`config.mk`:
```
export PLATFORM = sky130hd
export DESIGN_NAME = ces_seq
export DESIGN_NICKNAME = d
export VERILOG_FILES = /design/src/ces_pkg.sv /design/src/ces_vec_addr.sv /design/src/ces_seq.sv
export SDC_FILE = /design/constraint.sdc
export NUM_CORES = 1
export LEC_CHECK = 0
export BUFFER_PORTS_ARGS = -buffer_cell sky130_fd_sc_hd__buf_2
export CORE_MARGIN = 2
export CORE_UTILIZATION = 55
export DETAILED_ROUTE_END_ITERATION = 8
export PLACE_DENSITY = 0.82
export SETUP_SLACK_MARGIN = 0.15
export SYNTH_ARGS = -nofsm -noshare
export SYNTH_HDL_FRONTEND = slang
export SYNTH_SLANG_ARGS = --single-unit
```
`constraint.sdc`:
```
create_clock -name sys_clk -period 5.8 [get_ports sys_clk]
set_input_delay 0.29 -clock sys_clk [delete_from_list [all_inputs] [get_ports sys_clk]]
set_output_delay 0.29 -clock sys_clk [all_outputs]
set_load 0.05 [all_outputs]
```
`src/ces_pkg.sv`:
```
/*
 * Shared constants, types and structs of the exception sequencer.
 * Assumes a 32-bit CPU whose bus interface answers one word per request.
 */
package ces_pkg;
    localparam int XLEN = 32;
    // Vector numbers
    localparam logic [7:0] VEC_POR_PC = 8'h00;
    localparam logic [7:0] VEC_MR_PC = 8'h02;
    localparam logic [7:0] VEC_GEN_ILL = 8'h04;
    localparam logic [7:0] VEC_SLOT_ILL = 8'h06;
    localparam logic [7:0] VEC_CPU_AE = 8'h09;
    localparam logic [7:0] VEC_DMA_AE = 8'h0a;
    localparam logic [7:0] VEC_NMI = 8'h0b;
    localparam logic [7:0] VEC_UBRK = 8'h0c;
    localparam logic [7:0] VEC_DBG_INT = 8'h0d;
    localparam logic [7:0] VEC_TRAP_LO = 8'h20;
    localparam logic [7:0] VEC_TRAP_HI = 8'h3f;
    localparam logic [7:0] VEC_IRQ_LO = 8'h40;
    localparam logic [7:0] VEC_PERI_LO = 8'h80;
    localparam int VEC_SHIFT = 2;
    localparam int TRAP_FIELD_W = 5;
    // Status word and reset values
    localparam int IMASK_LSB = 4;
    localparam logic [3:0] IMASK_ALL = 4'hf;
    localparam logic [4:0] NMI_LEVEL = 5'h10;
    localparam logic [31:0] VBR_RESET = 32'h0000_0000;
    localparam logic [31:0] WORD_BYTES = 32'h0000_0004;
    localparam int MR_MIN_LOW_CYC = 20;

    typedef enum logic [1:0] {RK_POWER, RK_MANUAL, RK_DEBUG} ces_rkind_t;
    typedef enum logic [1:0] {CL_ADDR, CL_IRQ, CL_INSTR} ces_cls_t;

    typedef struct packed {
        logic [31:0] sr;
        logic [31:0] sp;
        logic [31:0] vector_base;
        logic [31:0] ret_pc;
    } ces_ctx_t;

    typedef struct packed {
        logic [31:0] addr;
        logic [31:0] wdata;
        logic we;
    } ces_bus_t;

    typedef struct packed {
        logic [31:0] pc;
        logic [31:0] sp;
        logic [31:0] vector_base;
        logic [31:0] sr;
        logic ld_vbr;
    } ces_load_t;
endpackage

```
`src/ces_vec_addr.sv`:
```
/*
 * Vector table address computation.
 * Assumes the caller says whether the vector base applies.
 */
`timescale 1ns/1ps
module ces_vec_addr import ces_pkg::*; #(
    parameter int XW = XLEN // Address width
) (
    input wire logic use_base, // Add vector base
    input wire logic [XW-1:0] vector_base, // Vector base
    input wire logic [7:0] vec_num, // Vector number
    output logic [XW-1:0] addr // Table address
);
    // The table spans 1 KiB, so narrower addresses cannot reach it
    if (XW < 10) begin : g_bad_xw
        $error("ces_vec_addr: XW too small");
    end

    logic [XW-1:0] offs;
    assign offs = XW'(vec_num) << VEC_SHIFT;
    assign addr = use_base ? vector_base + offs : offs;
endmodule // ces_vec_addr

```
`src/ces_seq.sv`:
```
/*
 * Exception sequencer: reset sequencing, exception ranking, stack push
 * and vector fetch for the CPU core.
 * Assumes inputs synchronous to sys_clk, a bus interface that answers a
 * held request with a one-cycle mem_ack, and a pipeline that applies
 * load_o when load_valid pulses.
 */
`timescale 1ns/1ps
module ces_seq import ces_pkg::*; (
    input wire logic sys_clk, // Clock, 100 MHz
    input wire logic rst_b, // Synchronous reset, active low
    input wire logic power_on_reset_n, // Power-on reset pin
    input wire logic manual_reset_n, // Manual reset pin
    input wire logic dbg_reset_req, // Debug interface reset pulse
    input wire logic bus_busy, // A bus cycle is in progress
    input wire logic dec_valid, // Instruction decoded this cycle
    input wire logic dec_undefined, // Decoded code is undefined
    input wire logic dec_pc_write, // Decoded code rewrites the PC
    input wire logic dec_in_slot, // Decoded code sits in a delay slot
    input wire logic exec_done, // Previous instruction finished
    input wire logic trap_exec, // Trap instruction executes
    input wire logic [7:0] trap_num, // Trap immediate
    input wire logic cpu_addr_err, // CPU address error pulse
    input wire logic dma_addr_err, // DMA address error pulse
    input wire logic irq_req, // Interrupt request level
    input wire logic [4:0] irq_level, // Request priority 0..16
    input wire logic irq_ext, // Request is an external line
    input wire logic [2:0] irq_line, // External line number
    input wire logic [7:0] irq_vec, // Vector for internal sources
    input wire ces_ctx_t ctx, // CPU context
    input wire logic mem_ack, // Bus answer
    input wire logic [31:0] mem_rdata, // Bus read data
    output logic mem_req, // Bus request
    output ces_bus_t mem_o, // Bus address, data, write
    output logic cpu_hold, // CPU held in reset state
    output logic periph_init, // Peripherals initialized
    output logic mem_retain, // Keep memory retention running
    output logic exc_take, // Exception accepted, flush pipe
    output logic irq_ack, // Interrupt accepted
    output logic load_valid, // Apply load_o this cycle
    output ces_load_t load_o // New CPU state
);
    typedef enum logic [2:0] {
        ST_IDLE, ST_HOLD, ST_RPC, ST_RSP, ST_PSR, ST_PPC, ST_VEC, ST_LOAD
    } ces_state_t;

    ces_state_t state_q, state_d;
    ces_rkind_t rkind_q;
    ces_cls_t cls_q, cls_d;
    logic por_prev_q, mr_prev_q, go_q, det_q, ae_cpu_q, ae_dma_q;
    logic [7:0] vec_q, vec_d, rvec;
    logic [4:0] lvl_q;
    logic [31:0] sp_q, sr_q, retpc_q, vbr_q, pcf_q;
    logic por_low, por_rise, mr_rise, own_bus, irq_ok, async_go, take;
    logic ill_gen, ill_slot, bus_st, use_vbr;
    logic [31:0] sp_src, sr_src, vaddr;
    logic [7:0] vsel;
    ces_bus_t bus_d;
    ces_load_t load_d;

    assign por_low = ~power_on_reset_n | dbg_reset_req;
    assign por_rise = power_on_reset_n & ~por_prev_q;
    assign mr_rise = manual_reset_n & ~mr_prev_q;
    assign bus_st = state_q inside {ST_RPC, ST_RSP, ST_PSR, ST_PPC, ST_VEC};
    assign own_bus = bus_st & ~mem_ack;
    assign mem_req = bus_st & ~por_low;

    // Pins sampled each edge; reset to the idle high level so no false rise follows
    always_ff @(posedge sys_clk) begin
        if (!rst_b) begin
            por_prev_q <= 1'b1;
            mr_prev_q <= 1'b1;
        end else begin
            por_prev_q <= power_on_reset_n;
            mr_prev_q <= manual_reset_n;
        end
    end

    // Release seen; the set wins over the clear on leaving hold
    always_ff @(posedge sys_clk) begin
        if (!rst_b) begin
            go_q <= 1'b1;
        end else if (por_rise || mr_rise || dbg_reset_req) begin
            go_q <= 1'b1;
        end else if (state_q == ST_HOLD && state_d == ST_RPC) begin
            go_q <= 1'b0;
        end
    end

    always_ff @(posedge sys_clk) begin
        if (!rst_b) begin
            rkind_q <= RK_POWER;
        end else if (dbg_reset_req && power_on_reset_n) begin
            rkind_q <= RK_DEBUG;
        end else if (!power_on_reset_n) begin
            rkind_q <= RK_POWER;
        end else if (!manual_reset_n && state_d == ST_HOLD && state_q != ST_HOLD) begin
            rkind_q <= RK_MANUAL;
        end
    end

    // Exception sources
    assign ill_gen = dec_valid & dec_undefined & ~dec_in_slot;
    assign ill_slot = dec_valid & dec_in_slot & (dec_undefined | dec_pc_write);
    assign irq_ok = irq_req & ((irq_level == NMI_LEVEL) |
                    (irq_level > {1'b0, ctx.sr[IMASK_LSB +: 4]}));
    assign async_go = det_q & exec_done;

    // Address errors stay pending until taken or a reset hold; a new error wins over the take
    always_ff @(posedge sys_clk) begin
        if (!rst_b || state_q == ST_HOLD) begin
            ae_cpu_q <= 1'b0;
        end else if (cpu_addr_err) begin
            ae_cpu_q <= 1'b1;
        end else if (take && cls_d == CL_ADDR && vec_d == VEC_CPU_AE) begin
            ae_cpu_q <= 1'b0;
        end
    end

    always_ff @(posedge sys_clk) begin
        if (!rst_b || state_q == ST_HOLD) begin
            ae_dma_q <= 1'b0;
        end else if (dma_addr_err) begin
            ae_dma_q <= 1'b1;
        end else if (take && cls_d == CL_ADDR && vec_d == VEC_DMA_AE) begin
            ae_dma_q <= 1'b0;
        end
    end

    // Detection happens at decode, the start waits for exec_done
    always_ff @(posedge sys_clk) begin
        if (!rst_b || state_q == ST_HOLD) begin
            det_q <= 1'b0;
        end else if (dec_valid && (ae_cpu_q || ae_dma_q || irq_ok)) begin
            det_q <= 1'b1;
        end else if (take && cls_d != CL_INSTR) begin
            det_q <= 1'b0;
        end
    end

    // Ranking within the idle state; resets override in the FSM
    always_comb begin
        cls_d = CL_INSTR;
        vec_d = VEC_GEN_ILL;
        take = 1'b0;
        if (state_q == ST_IDLE && !por_low && manual_reset_n) begin
            if (async_go && (ae_cpu_q || ae_dma_q)) begin
                take = 1'b1;
                cls_d = CL_ADDR;
                vec_d = ae_cpu_q ? VEC_CPU_AE : VEC_DMA_AE;
            end else if (async_go && irq_ok) begin
                take = 1'b1;
                cls_d = CL_IRQ;
                vec_d = irq_ext ? (VEC_IRQ_LO | {5'h00, irq_line}) : irq_vec;
            end else if (trap_exec) begin
                take = 1'b1;
                vec_d = VEC_TRAP_LO | {3'b000, trap_num[TRAP_FIELD_W-1:0]};
            end else if (ill_slot) begin
                take = 1'b1;
                vec_d = VEC_SLOT_ILL;
            end else if (ill_gen) begin
                take = 1'b1;
                vec_d = VEC_GEN_ILL;
            end
        end
    end

    assign exc_take = take;
    assign irq_ack = take & (cls_d == CL_IRQ);

    always_ff @(posedge sys_clk) begin
        if (!rst_b) begin
            cls_q <= CL_INSTR;
            vec_q <= VEC_GEN_ILL;
            lvl_q <= 5'h00;
            sp_q <= 32'h0000_0000;
            sr_q <= 32'h0000_0000;
            retpc_q <= 32'h0000_0000;
            vbr_q <= VBR_RESET;
        end else if (take) begin
            cls_q <= cls_d;
            vec_q <= vec_d;
            lvl_q <= irq_level;
            sp_q <= ctx.sp;
            sr_q <= ctx.sr;
            retpc_q <= ctx.ret_pc;
            vbr_q <= ctx.vector_base;
        end
    end

    // Sequencer
    always_comb begin
        state_d = state_q;
        case (state_q)
            ST_IDLE: begin
                if (take) begin
                    state_d = ST_PSR;
                end
            end
            ST_HOLD: begin
                if (go_q && power_on_reset_n && manual_reset_n) begin
                    state_d = ST_RPC;
                end
            end
            ST_RPC: begin
                if (mem_ack) begin
                    state_d = ST_RSP;
                end
            end
            ST_RSP: begin
                if (mem_ack) begin
                    state_d = ST_LOAD;
                end
            end
            ST_PSR: begin
                if (mem_ack) begin
                    state_d = ST_PPC;
                end
            end
            ST_PPC: begin
                if (mem_ack) begin
                    state_d = ST_VEC;
                end
            end
            ST_VEC: begin
                if (mem_ack) begin
                    state_d = ST_LOAD;
                end
            end
            default: begin
                state_d = ST_IDLE;
            end
        endcase
        if (por_low) begin
            state_d = ST_HOLD;
        end else if (!manual_reset_n && !own_bus && !bus_busy) begin
            state_d = ST_HOLD;
        end
    end

    always_ff @(posedge sys_clk) begin
        if (!rst_b) begin
            state_q <= ST_HOLD;
        end else begin
            state_q <= state_d;
        end
    end

    // Bus request words
    assign rvec = (rkind_q == RK_MANUAL) ? VEC_MR_PC : VEC_POR_PC;
    assign use_vbr = (state_d == ST_VEC);
    assign vsel = use_vbr ? vec_q : ((state_d == ST_RSP) ? rvec + 8'h01 : rvec);
    assign sp_src = (state_q == ST_IDLE) ? ctx.sp : sp_q;
    assign sr_src = (state_q == ST_IDLE) ? ctx.sr : sr_q;

    ces_vec_addr #(
        .XW(XLEN)
    ) u_vec (
        .use_base(use_vbr),
        .vector_base(vbr_q),
        .vec_num(vsel),
        .addr(vaddr)
    );

    always_comb begin
        bus_d = '0;
        case (state_d)
            ST_PSR: begin
                bus_d.addr = sp_src - WORD_BYTES;
                bus_d.wdata = sr_src;
                bus_d.we = 1'b1;
            end
            ST_PPC: begin
                bus_d.addr = sp_q - (WORD_BYTES << 1);
                bus_d.wdata = retpc_q;
                bus_d.we = 1'b1;
            end
            default: begin
                bus_d.addr = vaddr;
            end
        endcase
    end

    always_ff @(posedge sys_clk) begin
        if (!rst_b) begin
            mem_o <= '0;
        end else begin
            mem_o <= bus_d;
        end
    end

    always_ff @(posedge sys_clk) begin
        if (!rst_b) begin
            pcf_q <= 32'h0000_0000;
        end else if (state_q == ST_RPC && mem_ack) begin
            pcf_q <= mem_rdata;
        end
    end

    // New CPU state, built on the last bus answer
    always_comb begin
        load_d = load_o;
        if (state_q == ST_RSP) begin
            load_d.pc = pcf_q;
            load_d.sp = mem_rdata;
            load_d.vector_base = VBR_RESET;
            load_d.sr = ctx.sr;
            load_d.sr[IMASK_LSB +: 4] = IMASK_ALL;
            load_d.ld_vbr = 1'b1;
        end else begin
            load_d.pc = mem_rdata;
            load_d.sp = sp_q - (WORD_BYTES << 1);
            load_d.vector_base = vbr_q;
            load_d.sr = sr_q;
            load_d.ld_vbr = 1'b0;
            if (cls_q == CL_IRQ) begin
                load_d.sr[IMASK_LSB +: 4] = (lvl_q == NMI_LEVEL) ? IMASK_ALL : lvl_q[3:0];
            end
        end
    end

    always_ff @(posedge sys_clk) begin
        if (!rst_b) begin
            load_o <= '0;
        end else if (state_d == ST_LOAD && state_q != ST_LOAD) begin
            load_o <= load_d;
        end
    end

    assign load_valid = (state_q == ST_LOAD);
    assign cpu_hold = (state_q == ST_HOLD);
    assign periph_init = cpu_hold & (rkind_q == RK_POWER);
    // Refresh and similar retention keep going through a manual reset
    assign mem_retain = ~(cpu_hold & (rkind_q == RK_POWER));
endmodule // ces_seq

```
== After elaboration in Yosys (flattened, before gate mapping) ==
Index checks and enable logic that the tools add are counted.

* Add/sub/neg operators: 4
* Order comparisons: 1
* Equal/unequal tests: 25
* Multiplexer cells: 45
* Bitwise gates (word level): 23
* Reduce and logical (&&, ||, !) cells: 39

{| class="wikitable"
|+ Operator list
! operator !! number
|-
| $mux W129 || 1
|-
| $mux W32 || 3
|-
| $pmux W33 S2 || 1
|-
| $pmux W32 S2 || 1
|-
| $mux W8 || 5
|-
| $add A32 B10 Y32 || 1
|-
| $sub A32 B3 Y32 const B || 1
|-
| $sub A32 B4 Y32 const B || 1
|-
| $mux W3 || 9
|-
| $eq A3 B3 Y1 const B || 8
|-
| $logic_and A1 B1 Y1 || 19
|-
| $mux W2 || 9
|-
| $pmux W3 S6 || 1
|-
| $eq A8 B4 Y1 const B || 2
|-
| $and A1 B1 Y1 || 12
|-
| $eq A3 B2 Y1 const B || 4
|-
| $mux W1 || 12
|-
| $eq A5 B5 Y1 const B || 2
|-
| $mux W4 || 2
|-
| $not A1 Y1 || 8
|-
| $eq A2 B1 Y1 const B || 3
|-
| $eq A3 B1 Y1 const B || 2
|-
| $mux W6 || 1
|-
| $ne A3 B1 Y1 const B || 2
|-
| other kinds (13) || 27
|}

* Register bits: 380
* Output and inout bits: 201
* Logic and storage cells: 162

== Longest topological paths before layout ==
* Depth after elaboration: 18
* Mapped depth: 20
* Mapped depth without buffers: 19

== Cells and area by module ==
From an unflattened synthesis, not the netlist that was laid out.

* Cells, all modules: 2294
* Area, all modules: 17915.9 µm²

{| class="wikitable"
|+ Modules (own cells, without submodules)
! module !! times used !! cells each !! area each (µm²)
|-
| ces_seq || 1 || 2144 || 16877.4
|-
| ces_vec_addr || 1 || 150 || 1038.5
|}

== Least setup slack after synthesis ==
OpenSTA, ideal clock, no wires.

* Path kind: flip-flop to flip-flop
* Start point: register state_q[1]
* End point: register mem_o[53] (netlist name)
* Library setup time: 0.058 ns
* Arrival: 4.151 ns
* Data required time: 5.742 ns
* Path slack: 1.591 ns
* Cell stages (with the launch flop): 18
* Clock period less this slack: 4.209 ns
* Cell sequence: dfxtp_1 buf_2 and3_1 clkbuf_1 a211o_1 a211oi_1 o211ai_1 mux2_2 inv_1 fa_1 nor2b_1 o31a_1 o211a_1 clkbuf_1 nor2_1 or3_1 a21oi_1 o21a_1

* Word-level cells in the longest chain between the ends: 14

{| class="wikitable"
|+ Ends and longest elaborated chain
! item !! RTL line !! source
|-
| start: declaration || ces_seq.sv:47 || <nowiki>ces_state_t state_q, state_d;</nowiki>
|-
| start signal: assignment || ces_seq.sv:245 || <nowiki>state_q <= state_d;</nowiki>
|-
| $logic_not A3 Y1, or another cell as far along || ces_seq.sv:146, ces_seq.sv:194, ces_seq.sv:253 ||
|-
| $logic_and A1 B1 Y1 / $reduce_bool A5 Y1 (equally long branches) || ces_seq.sv:146, ces_seq.sv:64 ||
|-
| $logic_and A1 B1 Y1 / $and A1 B1 Y1 (equally long branches) || ces_seq.sv:146, ces_seq.sv:65 ||
|-
| $mux W1 / $logic_not A1 Y1 (equally long branches) || ces_seq.sv:146, ces_seq.sv:236 ||
|-
| $mux W3 / $logic_and A1 B1 Y1 (equally long branches) || ces_seq.sv:196, ces_seq.sv:236 ||
|-
| $pmux W3 S6 / $logic_and A1 B1 Y1 (equally long branches) || ces_seq.sv:194, ces_seq.sv:236 ||
|-
| $mux W3 || ces_seq.sv:236 || <nowiki>end else if (!manual_reset_n && !own_bus && !bus_busy) begin</nowiki>
|-
| $mux W3 || ces_seq.sv:234 || <nowiki>if (por_low) begin</nowiki>
|-
| $eq A3 B2 Y1 || ces_seq.sv:252 || <nowiki>assign vsel = use_vbr ? vec_q : ((state_d == ST_RSP) ? rvec + 8'h01 : rvec);</nowiki>
|-
| $mux W3 || ces_seq.sv:252 ||
|-
| $mux W8 || ces_seq.sv:252 ||
|-
| $add A32 B10 Y32 || ces_vec_addr.sv:21 || <nowiki>assign addr = use_base ? vector_base + offs : offs;</nowiki>
|-
| $mux W32 || ces_vec_addr.sv:21 ||
|-
| $pmux W32 S2 (*) || ces_seq.sv:267 || <nowiki>case (state_d)</nowiki>
|-
| end signal: assignment || ces_seq.sv:288 || <nowiki>mem_o <= bus_d;</nowiki>
|-
| end: declaration || ces_seq.sv:34 || <nowiki>output ces_bus_t mem_o,</nowiki>
|}

Every way passes the cells marked *; elsewhere a longest branch is shown, timed or not.
A chain may end at the register's enable or synchronous reset.

== Worst setup path in the final report ==
* Start point: input ctx[102] (netlist name)
* End point: register mem_o[53] (netlist name)

* Word-level cells in the longest chain between the ends: 17

{| class="wikitable"
|+ Ends and longest elaborated chain
! item !! RTL line !! source
|-
| start: declaration || ces_seq.sv:30 || <nowiki>input wire ces_ctx_t ctx,</nowiki>
|-
| $gt A5 B4 Y1 (*) || ces_seq.sv:106 || <nowiki>(irq_level > {1'b0, ctx.sr[IMASK_LSB +: 4]}));</nowiki>
|-
| $or A1 B1 Y1 (*) || ces_seq.sv:105 || <nowiki>assign irq_ok = irq_req & ((irq_level == NMI_LEVEL) |</nowiki>
|-
| $and A1 B1 Y1 (*) || ces_seq.sv:105 ||
|-
| $logic_and A1 B1 Y1 (*) || ces_seq.sv:151 || <nowiki>end else if (async_go && irq_ok) begin</nowiki>
|-
| $mux W1 (*) || ces_seq.sv:151 ||
|-
| $mux W1 (*) || ces_seq.sv:147 || <nowiki>if (async_go && (ae_cpu_q || ae_dma_q)) begin</nowiki>
|-
| $mux W1 (*) || ces_seq.sv:146 || <nowiki>if (state_q == ST_IDLE && !por_low && manual_reset_n) begin</nowiki>
|-
| $mux W3 (*) || ces_seq.sv:196 || <nowiki>if (take) begin</nowiki>
|-
| $pmux W3 S6 (*) || ces_seq.sv:194 || <nowiki>case (state_q)</nowiki>
|-
| $mux W3 (*) || ces_seq.sv:236 ||
|-
| $mux W3 (*) || ces_seq.sv:234 ||
|-
| $eq A3 B2 Y1 || ces_seq.sv:252 ||
|-
| $mux W3 || ces_seq.sv:252 ||
|-
| $mux W8 || ces_seq.sv:252 ||
|-
| $add A32 B10 Y32 || ces_vec_addr.sv:21 ||
|-
| $mux W32 || ces_vec_addr.sv:21 ||
|-
| $pmux W32 S2 (*) || ces_seq.sv:267 ||
|}

Marks and branches as above.

==> flow_summary.toml <==
[global_routing]
grt_pass1_wl_mm = 93.12
first_global_vias = 16932
grt_overflow_total = 0
antenna_found_initial = 5
grtUsageTotal = 0.3472
grt_max_degree = 185

[worst_setup_path]
setup.worst_path.start_class = "input pin"
cp.arrival_ns = 5.68
worstPathMaxFanout = 10
crit_chain = "dlygate4sd3_1 -> buf_2 -> inv_1 -> ha_1 -> a211o_1 -> a2111oi_2 -> o21ai_1 -> o211ai_4 -> nand2_1 -> a21boi_0 -> ha_1 -> inv_1 -> fa_1 -> nor2b_1 -> o31a_1 -> o211a_1 -> nor2_1 -> or3_1 -> a21oi_1 -> o21a_1"
critical_path.top_delay_family = "compound AO/OA/AOI/OAI gates"
cpPeakStageDelay_ns = 0.76
path_class = "in2reg"
path_buf_inv = 4
cp.required_ns = 6.28
cp-end-kind = "flip-flop"
slowest_stage = "a2111oi_2"

[place]
placed_cells = 2983
dp_hpwl_mm = 40.96
gp_congestion = 0.9950
io_buffers = 398

[yosys]
synth_seq_area_share = 0.4299
yosysMostFrequentCell = "nand2_1"
ys_types = 75
synth_edf_count = 0
syn_area_um2 = 17700
synth_ff_type = "dfxtp_1"
synth_seq_cells = 380
syn-num-nets = 2561
synth.top_cell.area_share = 0.4299
ys_async_sr_fraction = 0
synth_area_leaders = "dfxtp_1 (43%), nand2_1 (15%), a21oi_1 (7.2%)"
avgSynthCellArea_um2 = 7.547
synthTopCellsByCount = "nand2_1 (702), dfxtp_1 (380), a21oi_1 (256)"
yosysWarnings = 0
synth_cells = 2345
synth_area_leader_cell = "dfxtp_1"

[timing]
slew_viol_final = 0
fin_crit_sh = 0.8966
skew_ns = 0.01922
tns_ns = 0
hold_violations = 0
slew_headroom = 0.2161
min_period_ns = 5.200
worstMarginPinSlew_ns = 1.176
setup_violations = 0
fmax_mhz = 192.3
rsz0062_at_grt = "false"

[job]
drv_cap = 0

[pwr]
p_leak_nw = 8.538
powerDensity_nw_per_um2 = 253.7
finalPower_mw = 5.448
vdd_drop_max_v = 0.0002117

[worst_hold_path]
hp-class = "in2reg"

[final_layout]
final_cells = 3117
final_layout_size_suffix_gt1_frac = 0.1876
syn_to_final_growth_pct = 21.37
final_util = 0.6789
nets = 2894

[die]
fp-row-count = 65
num_io_pins = 402
die-width_um = 183.4
fp.dieH_um = 183.4
die_area_um2 = 33630
start_util = 0.5594
core_um2 = 31640

[clock_network]
cts_setup_buffers = 0
clockBufferDepth = 3
cts.clk_slew.worst_paths_ns = 0.06
clk_latency_ns = 0.54
cts_htree_levels = 2
clock-sinks = 380
cts_tree = "built"
cts_root_buf = "clkbuf_16"
cts_inserted_buffers = 40

[drt]
vias_per_cell = 5.984
wl_per_cell_um = 19.50
drc = 0
drtPass1Iterations = 5
dr_total_vias = 18651
wirelength_mm = 60.77
first_iter_violations = 1802
drtAntennaViolNets = 0

[status]
status = "complete, no violations"
## kinds of logic after synthesis
group,after synthesis,synth area share
buf+inv,205,0.04900
compound gates,535,0.1943
xor+xnor,83,0.04108
simple gates,1104,0.2615
flops,380,0.4299
fa+ha+maj,15,0.01103
mux,23,0.01322
## registers in the layout, summed over array words and instances, names as in the netlist, 2 cells and up
name and count:
cls_q 2, load_o 129, lvl_q 5, mem_o 65, pcf_q 32, retpc_q 32, rkind_q 2, sp_q 32
sr_q 32, state_q 3, vbr_q 32, vec_q 8
## power by group
group | internal (mW) | switching [mW]
clock network | 1.45 | 1.08
registers | 2.61 | 0.00349
logic | 0.120 | 0.189
total | 4.18 | 1.27
## layout by cell type, fill, tap and decap left out, drive strengths merged, types with 10 or more instances in the layout
cell type	synthesis	routed
a211oi	11	11
a21oi	257	257
a22oi	42	42
a311oi	67	67
and3	12	12
buf	63	418
clkbuf	119	60
dfxtp	380	380
dlygate4sd3	0	55
ha	14	14
inv	21	25
mux2i	20	20
nand2	702	702
nand3	59	59
nand4	17	17
nor2	188	188
nor3	37	37
nor4	13	13
o211ai	37	37
o21ai	40	40
o22ai	10	10
or3	24	24
xnor2	52	52
xor2	31	31
## layer usage
metal | GRT usage | wire, µm
met4 | 0.1718 | 3066
met5 | 0 | 0
met1 | 0.4717 | 24710
met3 | 0.04964 | 5567
met2 | 0.5424 | 27430
## cell type report
type / count / area (µm²)
antenna: 7 / 17.52
sequential: 380 / 7607
timing repair buffer: 473 / 2705
fill: 2685 / 10160
clock buffer: 60 / 1166
clock inverter: 12 / 118.9
tap: 402 / 503.0
multi-input combinational: 1760 / 9265
inverter: 23 / 96.34
## per-stage QoR
step / setup slack [ns] / hold WS [ns] / instance area [µm²]
after detailed placement: 0.6736 / 0.4422 / 19630
after global routing: 0.3307 / 0.002554 / 21470
after CTS: 0.6601 / 0.00005690 / 21460
after global placement: 0.8016 / 0.4351 / 19630
after floorplan: 1.591 / 0.3915 / 17700
final: 0.6000 / 0.01098 / 21480
## path summary, 6_finish.rpt
kind,from,to,slack [ns],cells after the start
max,ctx[102],mem_o[53]$_SDFF_PN0_,0.60,20
max reg2reg,state_q[2]$_SDFF_PN0_,mem_o[60]$_SDFF_PN0_,0.96,14
min,ctx[6],retpc_q[6]$_SDFFE_PN0P_,0.01,3
min reg2reg,load_o[60]$_SDFFE_PN0P_,load_o[60]$_SDFFE_PN0P_,0.45,2
## worst reg2reg max path, delay by kind of cell, from the launching register on
family | cells | cell delay [ns]
DFF | 1 | 0.61
and+or+nand+nor | 2 | 0.26
adders and majority gates | 1 | 0.28
buffers and inverters | 1 | 0.25
AOI/OAI and AO/OA | 8 | 2.82
muxes | 1 | 0.30
xor gates and xnor gates | 1 | 0.18
## what timing repair did
| action | in CTS | in global routing |
|---|---|---|
| gates resized for setup | 0 | 0 |
| hold endpoints to repair | 55 | 0 |
| hold buffers | 55 | 0 |
No activity file was read; power rests on OpenSTA's default activity.
